### src/cmd_slave_map.vh
`ifndef CMD_SLAVE_MAP_VH
`define CMD_SLAVE_MAP_VH

// frame
`define FRAME_LAST_IDX      4'h8
`define FRAME_IDX_ADDR      4'h0
`define FRAME_IDX_CMD       4'h1
`define FRAME_IDX_TYPE      4'h2
`define FRAME_IDX_MOTOR     4'h3

// command numbers
`define CMD_ROTATE_RIGHT    8'h01
`define CMD_ROTATE_LEFT     8'h02
`define CMD_MOTOR_HALT      8'h03
`define CMD_MOVE_TO_TARGET  8'h04
`define CMD_SET_AXIS        8'h05
`define CMD_GET_AXIS        8'h06

// move types
`define MOVE_ABSOLUTE       8'h00
`define MOVE_RELATIVE       8'h01

// reply status codes
`define STATUS_OK           8'h64
`define STATUS_BAD_SUM      8'h01
`define STATUS_BAD_CMD      8'h02
`define STATUS_BAD_TYPE     8'h03
`define STATUS_BAD_VALUE    8'h04
`define STATUS_NOT_AVAIL    8'h06

// axis setting numbers
`define AXIS_RAMP_MAX_SPEED 8'h04
`define AXIS_RAMP_MAX_ACCEL 8'h05
`define AXIS_RUN_CURRENT    8'h06
`define AXIS_IDLE_CURRENT   8'h07

// axis setting ranges and reset values
`define RAMP_MIN            11'h001
`define RAMP_SPEED_RESET    11'h0C8
`define RAMP_ACCEL_RESET    11'h064
`define RUN_CURRENT_RESET   8'h80
`define IDLE_CURRENT_RESET  8'h20

// motion modes
`define MODE_STOP           2'h0
`define MODE_VELOCITY       2'h1
`define MODE_POSITION       2'h2

`endif

### src/direct_mode_command_slave.v
// What this block does
// - execute command fully, then send one reply
// - link stays receiving except while replying
// - never transmit without a received command
// - setting 4 is ramp maximum speed
// - setting 5 is ramp and velocity acceleration
// - setting 6 is running coil current
// - setting 7 is stationary coil current
// - commands arrive in binary encoding
// - nine-byte frame, value sent MSB first
// - checksum is 8-bit sum of preceding bytes
// - status codes 100,1,2,3,4 are sent; code 6 is defined but never sent
`timescale 1ns/10ps
`include "cmd_slave_map.vh"

module direct_mode_command_slave #(
	parameter [7:0] MODULE_ADDR = 8'h01,
	parameter [7:0] REPLY_ADDR  = 8'h02
) (
	input  wire        ref_clk_in,
	input  wire        resetn_in,
	input  wire        ce_in,
	input  wire        rx_valid_in,
	input  wire [7:0]  rx_data_in,
	input  wire        tx_ready_in,
	input  wire        moving_in,
	output reg         tx_valid_out,
	output reg  [7:0]  tx_data_out,
	output reg         drive_en_out,
	output reg  [1:0]  motion_mode_out,
	output reg         direction_out,
	output reg  [31:0] velocity_out,
	output reg  [31:0] target_pos_out,
	output reg         motion_start_out,
	output reg  [10:0] ramp_speed_out,
	output reg  [10:0] ramp_accel_out,
	output reg  [7:0]  coil_current_out
);

	localparam [2:0] ST_RECV = 3'b001;
	localparam [2:0] ST_EXEC = 3'b010;
	localparam [2:0] ST_SEND = 3'b100;
	reg  [2:0]  state_ff;
	reg  [3:0]  idx_ff;
	reg  [7:0]  sum_ff;
	reg  [7:0]  addr_ff;
	reg  [7:0]  cmd_ff;
	reg  [7:0]  type_ff;
	reg  [7:0]  motor_ff;
	reg  [31:0] value_ff;
	reg         sum_ok_ff;
	reg  [7:0]  rep_status_ff;
	reg  [31:0] rep_value_ff;
	reg  [7:0]  rep_sum_ff;
	reg  [7:0]  run_current_ff;
	reg  [7:0]  idle_current_ff;
	reg  [7:0]  nxt_status;
	reg  [31:0] nxt_value;
	function [7:0] byte_sum4;
		input [31:0] v;
		begin
			byte_sum4 = v[31:24] + v[23:16] + v[15:8] + v[7:0];
		end
	endfunction
	function ramp_in_range;
		input [31:0] v;
		begin
			ramp_in_range = (v[31:11] == 21'h00000) && (v[10:0] >= `RAMP_MIN);
		end
	endfunction
	function [7:0] reply_byte;
		input [3:0]  i;
		input [7:0]  status;
		input [7:0]  cmd;
		input [31:0] v;
		input [7:0]  sum;
		begin
			case (i)
				4'h0:    reply_byte = REPLY_ADDR;
				4'h1:    reply_byte = MODULE_ADDR;
				4'h2:    reply_byte = status;
				4'h3:    reply_byte = cmd;
				4'h4:    reply_byte = v[31:24];
				4'h5:    reply_byte = v[23:16];
				4'h6:    reply_byte = v[15:8];
				4'h7:    reply_byte = v[7:0];
				default: reply_byte = sum;
			endcase
		end
	endfunction
	// decide status and reply value of the frame held
	always @*
	begin
		nxt_status = `STATUS_OK;
		nxt_value  = value_ff;
		if (!sum_ok_ff)
			nxt_status = `STATUS_BAD_SUM;
		else
		begin
			case (cmd_ff)
				`CMD_ROTATE_RIGHT, `CMD_ROTATE_LEFT, `CMD_MOTOR_HALT:
					if (motor_ff != 8'h00)
						nxt_status = `STATUS_BAD_VALUE;
				`CMD_MOVE_TO_TARGET:
					if (type_ff != `MOVE_ABSOLUTE && type_ff != `MOVE_RELATIVE)
						nxt_status = `STATUS_BAD_TYPE;
					else if (motor_ff != 8'h00)
						nxt_status = `STATUS_BAD_VALUE;
				`CMD_SET_AXIS, `CMD_GET_AXIS:
				begin
					if (motor_ff != 8'h00)
						nxt_status = `STATUS_BAD_VALUE;
					else
					begin
						case (type_ff)
							`AXIS_RAMP_MAX_SPEED:
							begin
								nxt_value = {21'h00000, ramp_speed_out};
								if (cmd_ff == `CMD_SET_AXIS && !ramp_in_range(value_ff))
									nxt_status = `STATUS_BAD_VALUE;
							end
							`AXIS_RAMP_MAX_ACCEL:
							begin
								nxt_value = {21'h00000, ramp_accel_out};
								if (cmd_ff == `CMD_SET_AXIS && !ramp_in_range(value_ff))
									nxt_status = `STATUS_BAD_VALUE;
							end
							`AXIS_RUN_CURRENT:
							begin
								nxt_value = {24'h000000, run_current_ff};
								if (cmd_ff == `CMD_SET_AXIS && value_ff[31:8] != 24'h000000)
									nxt_status = `STATUS_BAD_VALUE;
							end
							`AXIS_IDLE_CURRENT:
							begin
								nxt_value = {24'h000000, idle_current_ff};
								if (cmd_ff == `CMD_SET_AXIS && value_ff[31:8] != 24'h000000)
									nxt_status = `STATUS_BAD_VALUE;
							end
							default:
								nxt_status = `STATUS_BAD_TYPE;
						endcase
						if (cmd_ff == `CMD_SET_AXIS && nxt_status == `STATUS_OK)
							nxt_value = value_ff;
					end
				end
				default:
					nxt_status = `STATUS_BAD_CMD;
			endcase
		end
	end
	always @(posedge ref_clk_in)
	begin
		if (!resetn_in)
		begin
			state_ff         <= ST_RECV;
			idx_ff           <= 4'h0;
			sum_ff           <= 8'h00;
			addr_ff          <= 8'h00;
			cmd_ff           <= 8'h00;
			type_ff          <= 8'h00;
			motor_ff         <= 8'h00;
			value_ff         <= 32'h00000000;
			sum_ok_ff        <= 1'b0;
			rep_status_ff    <= 8'h00;
			rep_value_ff     <= 32'h00000000;
			rep_sum_ff       <= 8'h00;
			run_current_ff   <= `RUN_CURRENT_RESET;
			idle_current_ff  <= `IDLE_CURRENT_RESET;
			tx_valid_out     <= 1'b0;
			tx_data_out      <= 8'h00;
			drive_en_out     <= 1'b0;
			motion_mode_out  <= `MODE_STOP;
			direction_out    <= 1'b0;
			velocity_out     <= 32'h00000000;
			target_pos_out   <= 32'h00000000;
			motion_start_out <= 1'b0;
			ramp_speed_out   <= `RAMP_SPEED_RESET;
			ramp_accel_out   <= `RAMP_ACCEL_RESET;
			coil_current_out <= `IDLE_CURRENT_RESET;
		end
		else if (ce_in)
		begin
			motion_start_out <= 1'b0;
			// current follows motion state
			coil_current_out <= moving_in ? run_current_ff : idle_current_ff;
			case (state_ff)
				ST_RECV:
				begin
					drive_en_out <= 1'b0;
					if (rx_valid_in)
					begin
						case (idx_ff)
							`FRAME_IDX_ADDR:  addr_ff  <= rx_data_in;
							`FRAME_IDX_CMD:   cmd_ff   <= rx_data_in;
							`FRAME_IDX_TYPE:  type_ff  <= rx_data_in;
							`FRAME_IDX_MOTOR: motor_ff <= rx_data_in;
							`FRAME_LAST_IDX:  sum_ok_ff <= (rx_data_in == sum_ff);
							default:          value_ff <= {value_ff[23:0], rx_data_in};
						endcase
						if (idx_ff == `FRAME_LAST_IDX)
						begin
							idx_ff <= 4'h0;
							sum_ff <= 8'h00;
							// frames for other nodes get no reply
							if (addr_ff == MODULE_ADDR)
								state_ff <= ST_EXEC;
						end
						else
						begin
							idx_ff <= idx_ff + 4'h1;
							sum_ff <= sum_ff + rx_data_in;
						end
					end
				end
				ST_EXEC:
				begin
					if (nxt_status == `STATUS_OK)
					begin
						case (cmd_ff)
							`CMD_ROTATE_RIGHT, `CMD_ROTATE_LEFT:
							begin
								motion_mode_out  <= `MODE_VELOCITY;
								direction_out    <= (cmd_ff == `CMD_ROTATE_RIGHT);
								velocity_out     <= value_ff;
								motion_start_out <= 1'b1;
							end
							`CMD_MOTOR_HALT:
							begin
								motion_mode_out  <= `MODE_STOP;
								velocity_out     <= 32'h00000000;
								motion_start_out <= 1'b1;
							end
							`CMD_MOVE_TO_TARGET:
							begin
								motion_mode_out  <= `MODE_POSITION;
								motion_start_out <= 1'b1;
								if (type_ff == `MOVE_ABSOLUTE)
									target_pos_out <= value_ff;
								else
									target_pos_out <= target_pos_out + value_ff;
							end
							`CMD_SET_AXIS:
								case (type_ff)
									`AXIS_RAMP_MAX_SPEED: ramp_speed_out  <= value_ff[10:0];
									`AXIS_RAMP_MAX_ACCEL: ramp_accel_out  <= value_ff[10:0];
									`AXIS_RUN_CURRENT:    run_current_ff  <= value_ff[7:0];
									`AXIS_IDLE_CURRENT:   idle_current_ff <= value_ff[7:0];
									default:              ramp_speed_out  <= ramp_speed_out;
								endcase
							default:
								motion_mode_out <= motion_mode_out;
						endcase
					end
					rep_status_ff <= nxt_status;
					rep_value_ff  <= nxt_value;
					rep_sum_ff    <= REPLY_ADDR + MODULE_ADDR + nxt_status + cmd_ff
						+ byte_sum4(nxt_value);
					idx_ff        <= 4'h0;
					state_ff      <= ST_SEND;
				end
				ST_SEND:
				begin
					drive_en_out <= 1'b1;
					if (!tx_valid_out)
					begin
						tx_valid_out <= 1'b1;
						tx_data_out  <= reply_byte(idx_ff, rep_status_ff, cmd_ff,
							rep_value_ff, rep_sum_ff);
					end
					else if (tx_ready_in)
					begin
						if (idx_ff == `FRAME_LAST_IDX)
						begin
							tx_valid_out <= 1'b0;
							drive_en_out <= 1'b0;
							idx_ff       <= 4'h0;
							state_ff     <= ST_RECV;
						end
						else
						begin
							idx_ff      <= idx_ff + 4'h1;
							tx_data_out <= reply_byte(idx_ff + 4'h1, rep_status_ff, cmd_ff,
								rep_value_ff, rep_sum_ff);
						end
					end
				end
				default:
					state_ff <= ST_RECV;
			endcase
		end
	end

endmodule // direct_mode_command_slave

### config.mk
export PLATFORM = sky130hd
export DESIGN_NAME = direct_mode_command_slave
export DESIGN_NICKNAME = d
export VERILOG_FILES = /design/src/direct_mode_command_slave.v
export VERILOG_INCLUDE_DIRS = /design/src
export SDC_FILE = /design/constraint.sdc
export NUM_CORES = 1
export LEC_CHECK = 0
export BUFFER_PORTS_ARGS = -buffer_cell sky130_fd_sc_hd__buf_2
export CAP_MARGIN = 10
export CORE_MARGIN = 2
export CORE_UTILIZATION = 31
export CTS_BUF_LIST = sky130_fd_sc_hd__clkbuf_4
export CTS_CLUSTER_DIAMETER = 120
export DETAILED_ROUTE_END_ITERATION = 12
export HOLD_SLACK_MARGIN = 0.02
export SETUP_SLACK_MARGIN = 0.02
export SYNTH_ARGS = -nofsm -noshare
export SYNTH_HDL_FRONTEND = slang
export SYNTH_SLANG_ARGS = --single-unit
### constraint.sdc
create_clock -name ref_clk_in -period 7 [get_ports ref_clk_in]
set_input_delay 1.4 -clock ref_clk_in [delete_from_list [all_inputs] [get_ports ref_clk_in]]
set_output_delay 1.4 -clock ref_clk_in [all_outputs]
set_load 0.005 [all_outputs]
==> results of run 1 <==
-- per-layer routing --
layer,track usage (%),vias to the layer above
met5,0,-
met4,11.0,4
met3,4.58,117
met2,31.1,542
met1,26.8,6517
li1,-,6520
-- per-stage QoR --
stage / hold slack (ps) / total power, W / instances / instance area, um^2
finish: 448 / 0.00305 / 2525 / 16100
global route: 469 / 0.00319 / 2524 / 16100
CTS: 452 / 0.00309 / 2523 / 16100
detailed placement: 443 / 0.00163 / 2396 / 15200
global placement: 437 / 0.00163 / 2396 / 15200
floorplan: 431 / 0.00157 / 1780 / 14000
-- path summary, 6_finish.rpt --
path / end / slack (ps) / from
setup / recovery: rep_sum_ff[7] / 660 / cmd_ff[4]
hold / removal: velocity_out[10] / 450 / velocity_out[10]
setup reg to reg: rep_sum_ff[7] / 660 / cmd_ff[4]
hold reg to reg: velocity_out[10] / 450 / velocity_out[10]
-- registers in the layout, indices dropped and copies added, names as in the netlist, 2 cells and up --
| name | count |
|---|---|
| idx_ff | 4 |
| target_pos_out | 32 |
| motor_ff | 8 |
| state_ff | 3 |
| coil_current_out | 8 |
| type_ff | 8 |
| ramp_accel_out | 11 |
| ramp_speed_out | 11 |
| rep_value_ff | 32 |
| tx_data_out | 8 |
| sum_ff | 8 |
| rep_sum_ff | 8 |
| cmd_ff | 8 |
| motion_mode_out | 2 |
| rep_status_ff | 4 |
| value_ff | 32 |
| idle_current_ff | 8 |
| run_current_ff | 8 |
| addr_ff | 8 |
| velocity_out | 32 |
-- cells by family (layout without fill, tap and decap cells) --
kind of cell | after synthesis | after routing
buf+inv | 202 | 353
fa+ha+maj | 83 | 83
other cells | 0 | 2
xor+xnor | 39 | 39
mux | 51 | 51
flops | 248 | 248
simple gates | 697 | 697
compound gates | 460 | 460
-- power by group through the flow --
stage / combinational (W) / sequential, W / clock [W]
4_1_cts: 0.000165 / 0.00143 / 0.00150
5_1_grt: 0.000182 / 0.00143 / 0.00158
3_5_place_dp: 0.000165 / 0.00146 / 0
3_3_place_gp: 0.000162 / 0.00146 / 0
6_report: 0.000166 / 0.00143 / 0.00145
2_1_floorplan: 0.000112 / 0.00146 / 0
-- cells in the mapped netlist (10+ instances only) --
cell	number
nand3_1	102
a21o_1	19
inv_1	67
nand4_1	12
buf_2	12
a221oi_1	12
xnor2_1	27
nor2_1	127
nor2b_1	11
fa_1	27
a21oi_1	207
a211oi_1	29
buf_1	10
and2_1	25
dfxtp_1	248
mux2i_1	43
ha_1	56
nand2_1	313
clkbuf_1	109
o21ai_0	54
nor4_1	15
nor3_1	35
o211ai_1	13
xor2_1	12
or3_1	12
a22oi_1	30
a31oi_1	20
-- worst reg2reg max path: stages, from the launching register on --
cell	delay (ps)
dfxtp_1	360
or4_1	600
or3_1	450
or3_1	400
a311o_1	330
buf_4	250
o31ai_1	470
fa_1	490
fa_1	490
inv_1	60
fa_1	540
inv_1	70
fa_1	460
a21o_1	190
a21oi_1	240
o21bai_1	90
a21oi_1	170
xnor2_1	150
xnor2_1	150
xnor2_1	90
o31ai_1	210
-- area by class of cell --
cell class	count	area, um^2	area share (%)
diodes	2	5.00	0.0310
clock inverters	34	244	1.51
multi-input cells	1330	8330	51.6
well taps	592	741	4.59
inverters	68	260	1.61
clock buffers	93	698	4.33
repair buffers	158	896	5.55
flip-flops and latches	248	4960	30.8
==> impl_metrics.toml, run 1 <==
[run_status]
status = "finished, final reports clean"

[yosys]
synth_edf_count = 0
synthAdderAreaFrac_pct = 8.84
syn-cell-area_um2 = 14000
synthXorXnorAreaFrac_pct = 2.43
syn_inst = 1780
yosys.area_share.simple_pct = 22.7
ys.flop_type = "dfxtp_1"
synth_compound_area_share_pct = 20.7
synth_fp_nets = 1877
synthArstFlopShare_pct = 0
yosysWarnings = 0
synth_top_cell_by_area = "dfxtp_1"
synth.avg_cell_area_um2 = 7.89
synth_cell_types = 77
synth_top_family_by_area = "simple AND/OR/NAND/NOR gates"
yosys.area.top_type_share_pct = 35.4
synth-seq-area-share_pct = 35.4
synth_area_leaders = "dfxtp_1 35%, nand2_1 8.4%, a21oi_1 7.4%, ha_1 5.0%, fa_1 3.8%"
yosys_register_bits = 248
synth.area.mux_share_pct = 4.35

[critical_path]
crit_family = "adder cells"
critical_path.endpoint_type = "flip-flop"
path_buf_inv = 3
arrival_ps = 6990
cp_cell_sequence = "or4_1 -> or3_1 -> or3_1 -> a311o_1 -> buf_4 -> o31ai_1 -> fa_1 -> fa_1 -> inv_1 -> fa_1 -> inv_1 -> fa_1 -> a21o_1 -> a21oi_1 -> o21bai_1 -> a21oi_1 -> xnor2_1 -> xnor2_1 -> xnor2_1 -> o31ai_1"
cp_data_required_time_ps = 7650
path_class = "flip-flop to flip-flop"
cp.depth = 20
critical_path.slowest_cell = "or4_1"
slowest_delay_ps = 600
r2r_cells = 20
start_kind = "flip-flop"
crit_fanout = 44
cpMostUsedCell = "fa_1"

[power_and_ir_drop]
power_frac_seq_pct = 47.0
peakVddDrop_v = 0.000125
p_leak_nw = 6.24
netSwitchingFraction_pct = 26.4
p_sw_w = 0.000805
intPower_w = 0.00225
comb_power_share_pct = 5.4
clkPwrFrac_pct = 47.6
p_per_area_nw_per_um2 = 189

[timing]
maxSlewHeadroom_pct = 25.1
clock.fmax_mhz = 158
fin_crit_sh_pct = 90.5
finalWorstSetupSlack_ps = 664
rsz0062_at_grt = "no"
skew_ps = 55.6
setup_tns_ps = 0
finalHoldViolations = 0
setup_viol_count_final = 0
worst_pin_slew_ps = 1110
final_max_slew_viol_count = 0
post-route-min-period_ps = 6340

[floorplan]
core-area_um2 = 44400
boundaryPins = 122
dieHeight_um = 217
die_area_um2 = 47000
std_cell_rows = 77
die_x_um = 217
start_util_pct = 31.6

[route]
top_layer_used = "met5"
wl_met3_mm = 3.73
drtPass1Iterations = 7
met2_length_mm = 21.5
drt_iter0_drc = 1030
viasPerCell = 5.43
drcViolationCount = 0
wl_met1_mm = 21.1
via_count = 13700
wl_mm = 48.5
drtAntennaViolNets = 0
wire_per_inst_um = 19.2

[clock_network]
cts_tree = "built"
cts.path.max_buffers = 3
cts.sinks = 248
insertion_delay_ps = 750
htreeDepth = 3
post_cts_buffers = 0
clk_pin_slew_ps = 60
cts-root-buf = "clkbuf_4"
cts-resized-gates = 0
cts_buffers = 72
cts-hold-fix-buffers = 0

[global_route]
grt_usage_pct = 20.4
grt_pass1_wl_mm = 75.2
grt_pass1_vias = 13185
overflow = 0
grt_max_degree = 116
antenna_found_initial = 4

[placement]
port-buffer-count = 121
place_ws_ps = 684
dp_hpwl_mm = 33.2
gp_routability_congestion = 0.928

[final_layout]
layout_commonest_cell = "nand2_1"
finish.utilization_pct = 36.3
final_net_count = 1975
area_delta_synth_final_pct = 14.9
fillCellCount = 4612
layout_common_cells = "313 x nand2_1, 248 x dfxtp_1, 207 x a21oi_1"
drive_gt1_share_pct = 15.4

[worst_hold_path]
min_path_cells = 2
min_path_type = "flip-flop to flip-flop"

[run]
max_cap_violations = 0
(Power assumes the default switching activity.)
==> inputs of run 2 (changes only) <==
CORE_ASPECT_RATIO = 1.4   (was unset)
==> impl_metrics.toml, run 2 (synthesized netlist as in run 1, its figures left out) <==
[timing]
clock.fmax_mhz = 154
setup_tns_ps = 0
setup_viol_count_final = 0
rsz0062_at_grt = "no"
worst_pin_slew_ps = 1070
post-route-min-period_ps = 6510
final_max_slew_viol_count = 0
holdWs_ps = 449
maxSlewHeadroom_pct = 28.0
finalHoldViolations = 0
fin_crit_sh_pct = 92.9
skew_ps = 45.9

[route]
via_count = 13785
wire_per_inst_um = 20.1
drtPass1Iterations = 7
drcViolationCount = 0
drtAntennaViolNets = 0
viasPerCell = 5.55
drt_iter0_drc = 1074
wl_mm = 49.8

[critical_path]
crit_family = "adder cells"
cp_cell_sequence = "or4_1 -> or3_1 -> or3_1 -> a311o_1 -> buf_4 -> and2_1 -> fa_1 -> inv_1 -> fa_1 -> fa_1 -> inv_1 -> ha_1 -> fa_1 -> a21o_1 -> a21oi_1 -> o21bai_1 -> a21oi_1 -> xnor2_1 -> xnor2_1 -> xnor2_1 -> o31ai_1"
start_kind = "flip-flop"
path_buf_inv = 3
cp_data_required_time_ps = 7660
crit_fanout = 19
cpMostUsedCell = "fa_1"
critical_path.endpoint_type = "flip-flop"
path_class = "flip-flop to flip-flop"
slowest_delay_ps = 620
arrival_ps = 7160
critical_path.slowest_cell = "or4_1"

[floorplan]
die_x_um = 184
start_util_pct = 31.3
std_cell_rows = 92
core-area_um2 = 44900
dieHeight_um = 256
boundaryPins = 122
die_area_um2 = 47000

[final_layout]
area_delta_synth_final_pct = 13.8
final_net_count = 1972
layout_common_cells = "313 x nand2_1, 248 x dfxtp_1, 207 x a21oi_1"
layout_commonest_cell = "nand2_1"
finish.utilization_pct = 35.6
layoutNonFillerInstCount = 2483
fillCellCount = 4742
drive_gt1_share_pct = 15.1

[run]
max_cap_violations = 0

[placement]
port-buffer-count = 121
gp_routability_congestion = 0.905
dpl.cell_count = 2368
dp_hpwl_mm = 35.0

[global_route]
grt_pass1_wl_mm = 76.9
grt_usage_pct = 20.9
grt_pass1_vias = 13397
overflow = 0
grt_max_degree = 86
antenna_found_initial = 2

[clock_network]
cts-resized-gates = 0
cts.path.max_buffers = 3
cts_tree = "built"
post_cts_buffers = 0
htreeDepth = 3
cts-hold-fix-buffers = 0
cts_buffers = 69
cts-root-buf = "clkbuf_4"
cts.sinks = 248
clk_pin_slew_ps = 60
insertion_delay_ps = 770

[power_and_ir_drop]
p_leak_nw = 6.18
p_per_area_nw_per_um2 = 183
peakVddDrop_v = 0.0000929

[run_status]
status = "finished, final reports clean"

[worst_hold_path]
min_path_type = "flip-flop to flip-flop"
-- run 2: cell types whose count changed in the layout (fill, tap and decap cells not counted) --
cell       change
buf_4          +1
inv_2          -1
diode_2        -1
clkinv_1       -6
clkinv_4       +1
clkinv_2       -5
bufinv_16      -2
buf_12         -1
-- run 2: metal layers --
layer	wire length (um)	global-route usage [%]	part of all wire [%]	up-vias
met1	19800	24.8	40	6624
met5	0	0	0	-
met3	3190	3.91	6.4	126
met4	2000	10.2	4.0	0
li1	-	-	-	6487
met2	24800	36.0	50	548
-- run 2: power by group --
group	switching [W]	leakage, nW	internal, W	total (W)
combinational	0.000121	3.68	0.0000483	0.000169
sequential	0.00000993	2.00	0.00142	0.00143
clock	0.000641	0.495	0.000688	0.00133
-- run 2: final timing paths --
kind | startpoint | to | slack (ps) | cells after the start
setup / recovery | cmd_ff[4] | rep_sum_ff[7] | 490 | 21
hold / removal | velocity_out[25] | velocity_out[25] | 450 | 2
setup reg to reg | cmd_ff[4] | rep_sum_ff[7] | 490 | 21
hold reg to reg | velocity_out[25] | velocity_out[25] | 450 | 2
-- run 2: worst reg2reg max path, cell delays in order, from the launching register on --
cell and delay, ps:
dfxtp_1 370, or4_1 620, or3_1 480, or3_1 390, a311o_1 550, buf_4 260, and2_1 200, fa_1 520
inv_1 50, fa_1 460, fa_1 540, inv_1 40, ha_1 210, fa_1 400, a21o_1 170, a21oi_1 230
o21bai_1 90, a21oi_1 190, xnor2_1 160, xnor2_1 160, xnor2_1 90, o31ai_1 220
-- run 2: final cells by class --
cell class	count	area, um^2	area share (%)
Clock inverter	21	141	0.885
Antenna cell	1	2.50	0.0157
Sequential cell	248	4960	31.1
Timing Repair Buffer	158	883	5.53
Multi-Input combinational cell	1330	8330	52.1
Tap cell	564	706	4.41
Clock buffer	93	698	4.37
Inverter	68	260	1.63
-- run 2: metrics by stage --
step | power (W) | area, um^2 | worst slack, ps
2_1_floorplan | 0.00157 | 14000 | 1070
3_3_place_gp | 0.00163 | 15100 | 674
3_5_place_dp | 0.00163 | 15100 | 562
4_1_cts | 0.00296 | 16000 | 533
5_1_grt | 0.00306 | 16000 | 217
6_report | 0.00293 | 16000 | 495
==> inputs of run 3 (changes only) <==
clock period = 8.4 ns   (was 7 ns; I/O delays follow)
==> impl_metrics.toml, run 3 (synthesized netlist as in run 1, its figures left out) <==
[run_status]
status = "finished, final reports clean"

[power_and_ir_drop]
p_leak_nw = 6.08
power_w = 0.00238
comb_power_share_pct = 5.7
clkPwrFrac_pct = 44.2
power_frac_seq_pct = 50.1
netSwitchingFraction_pct = 27.2
p_sw_w = 0.000648
intPower_w = 0.00174
p_per_area_nw_per_um2 = 150
peakVddDrop_v = 0.0000812

[final_layout]
finalInstanceArea_um2 = 15800
layout_common_cells = "313 x nand2_1, 248 x dfxtp_1, 207 x a21oi_1"
fillCellCount = 4752
layout_commonest_cell = "nand2_1"
final_net_count = 1957
drive_gt1_share_pct = 14.6
area_delta_synth_final_pct = 12.9

[critical_path]
cpMostUsedCell = "fa_1"
start_kind = "flip-flop"
cp_data_required_time_ps = 9070
critical_path.slowest_cell = "or4_1"
slowest_delay_ps = 610
critical_path.endpoint_type = "flip-flop"
arrival_ps = 7200
cp_cell_sequence = "or4_1 -> or3_1 -> or3_1 -> a311o_1 -> buf_4 -> and2_1 -> fa_1 -> inv_1 -> fa_1 -> fa_1 -> inv_1 -> ha_1 -> fa_1 -> a21o_1 -> a21oi_1 -> o21bai_1 -> a21oi_1 -> xnor2_1 -> xnor2_1 -> xnor2_1 -> o31ai_1"
path_class = "flip-flop to flip-flop"
crit_fanout = 26
crit_family = "adder cells"
path_buf_inv = 3

[timing]
worst_pin_slew_ps = 1120
setup_tns_ps = 0
rsz0062_at_grt = "no"
maxSlewHeadroom_pct = 24.6
setup_viol_count_final = 0
post-route-min-period_ps = 6540
clock.fmax_mhz = 153
skew_ps = 57.6
finalHoldViolations = 0
final_max_slew_viol_count = 0
fin_crit_sh_pct = 77.8

[global_route]
overflow = 0
grt_usage_pct = 20.2
grt_pass1_wl_mm = 74.3
grt_max_degree = 129
grt_pass1_vias = 12991
antenna_found_initial = 2

[clock_network]
cts.path.max_buffers = 3
cts-resized-gates = 0
cts.sinks = 248
cts-hold-fix-buffers = 0
post_cts_buffers = 0
insertion_delay_ps = 800
clk_pin_slew_ps = 70
cts-root-buf = "clkbuf_4"
cts_buffers = 68
cts_tree = "built"
htreeDepth = 3

[floorplan]
die_x_um = 184
dieHeight_um = 256
die_area_um2 = 47000
core-area_um2 = 44900
start_util_pct = 31.3
boundaryPins = 122
std_cell_rows = 92

[route]
drtPass1Iterations = 5
drcViolationCount = 0
drt_iter0_drc = 1231
viasPerCell = 5.52
wl_mm = 48.3
drtAntennaViolNets = 0
wire_per_inst_um = 19.5
via_count = 13631

[run]
max_cap_violations = 0

[placement]
dp_hpwl_mm = 33.7
port-buffer-count = 121
gp_routability_congestion = 0.898
dpl_cell_area_um2 = 15000

[worst_hold_path]
min_path_type = "flip-flop to flip-flop"
## run 3: worst register-to-register path, delay by kind of cell, from the launching register on
family	cells	cell delay, ps
buf+inv	3	400
xor+xnor	3	380
simple gates	4	1700
compound gates	6	1440
fa+ha+maj	5	2150
flops	1	380
## run 3: metal layers
layer | global-route usage [%] | part of all wire, % | wire, um
met1 | 24.3 | 40 | 19200
met2 | 34.7 | 50 | 23900
met3 | 4.10 | 6.9 | 3310
met4 | 8.64 | 3.8 | 1820
met5 | 0 | 0 | 0
## run 3: path summary, 6_finish.rpt
path                      endpoint        startpoint  depth (start not counted)  slack [ps]
setup / recovery     rep_sum_ff[7]         cmd_ff[4]                         21        1860
hold / removal    velocity_out[31]  velocity_out[31]                          2         450
setup reg to reg     rep_sum_ff[7]         cmd_ff[4]                         21        1860
hold reg to reg   velocity_out[31]  velocity_out[31]                          2         450
## run 3: area by class of cell
cell class              count  area, um^2  share of cell area [%]
diodes                      1        2.50                  0.0158
clock buffers              92         691                    4.36
clock inverters            24         119                   0.750
inverters                  68         260                    1.64
multi-input cells        1330        8330                    52.5
flip-flops and latches    248        4960                    31.3
well taps                 564         706                    4.45
repair buffers            144         778                    4.91
## run 3: power groups by stage
stage,clock network [W],registers (W),logic (W)
floorplan,0,0.00122,0.0000935
global placement,0,0.00122,0.000133
detailed placement,0,0.00122,0.000135
CTS,0.00109,0.00119,0.000136
global route,0.00115,0.00119,0.000149
finish,0.00105,0.00119,0.000136
## run 3: metrics by stage
stage / cells / hold WS [ps] / utilization (%) / worst slack [ps]
after global routing: 2471 / 471 / 35.3 / 1460
after detailed placement: 2354 / 445 / 33.5 / 1920
after CTS: 2470 / 454 / 35.3 / 1900
final: 2471 / 452 / 35.3 / 1860
after floorplan: 1780 / 431 / - / 2470
after global placement: 2354 / 440 / 33.5 / 2000
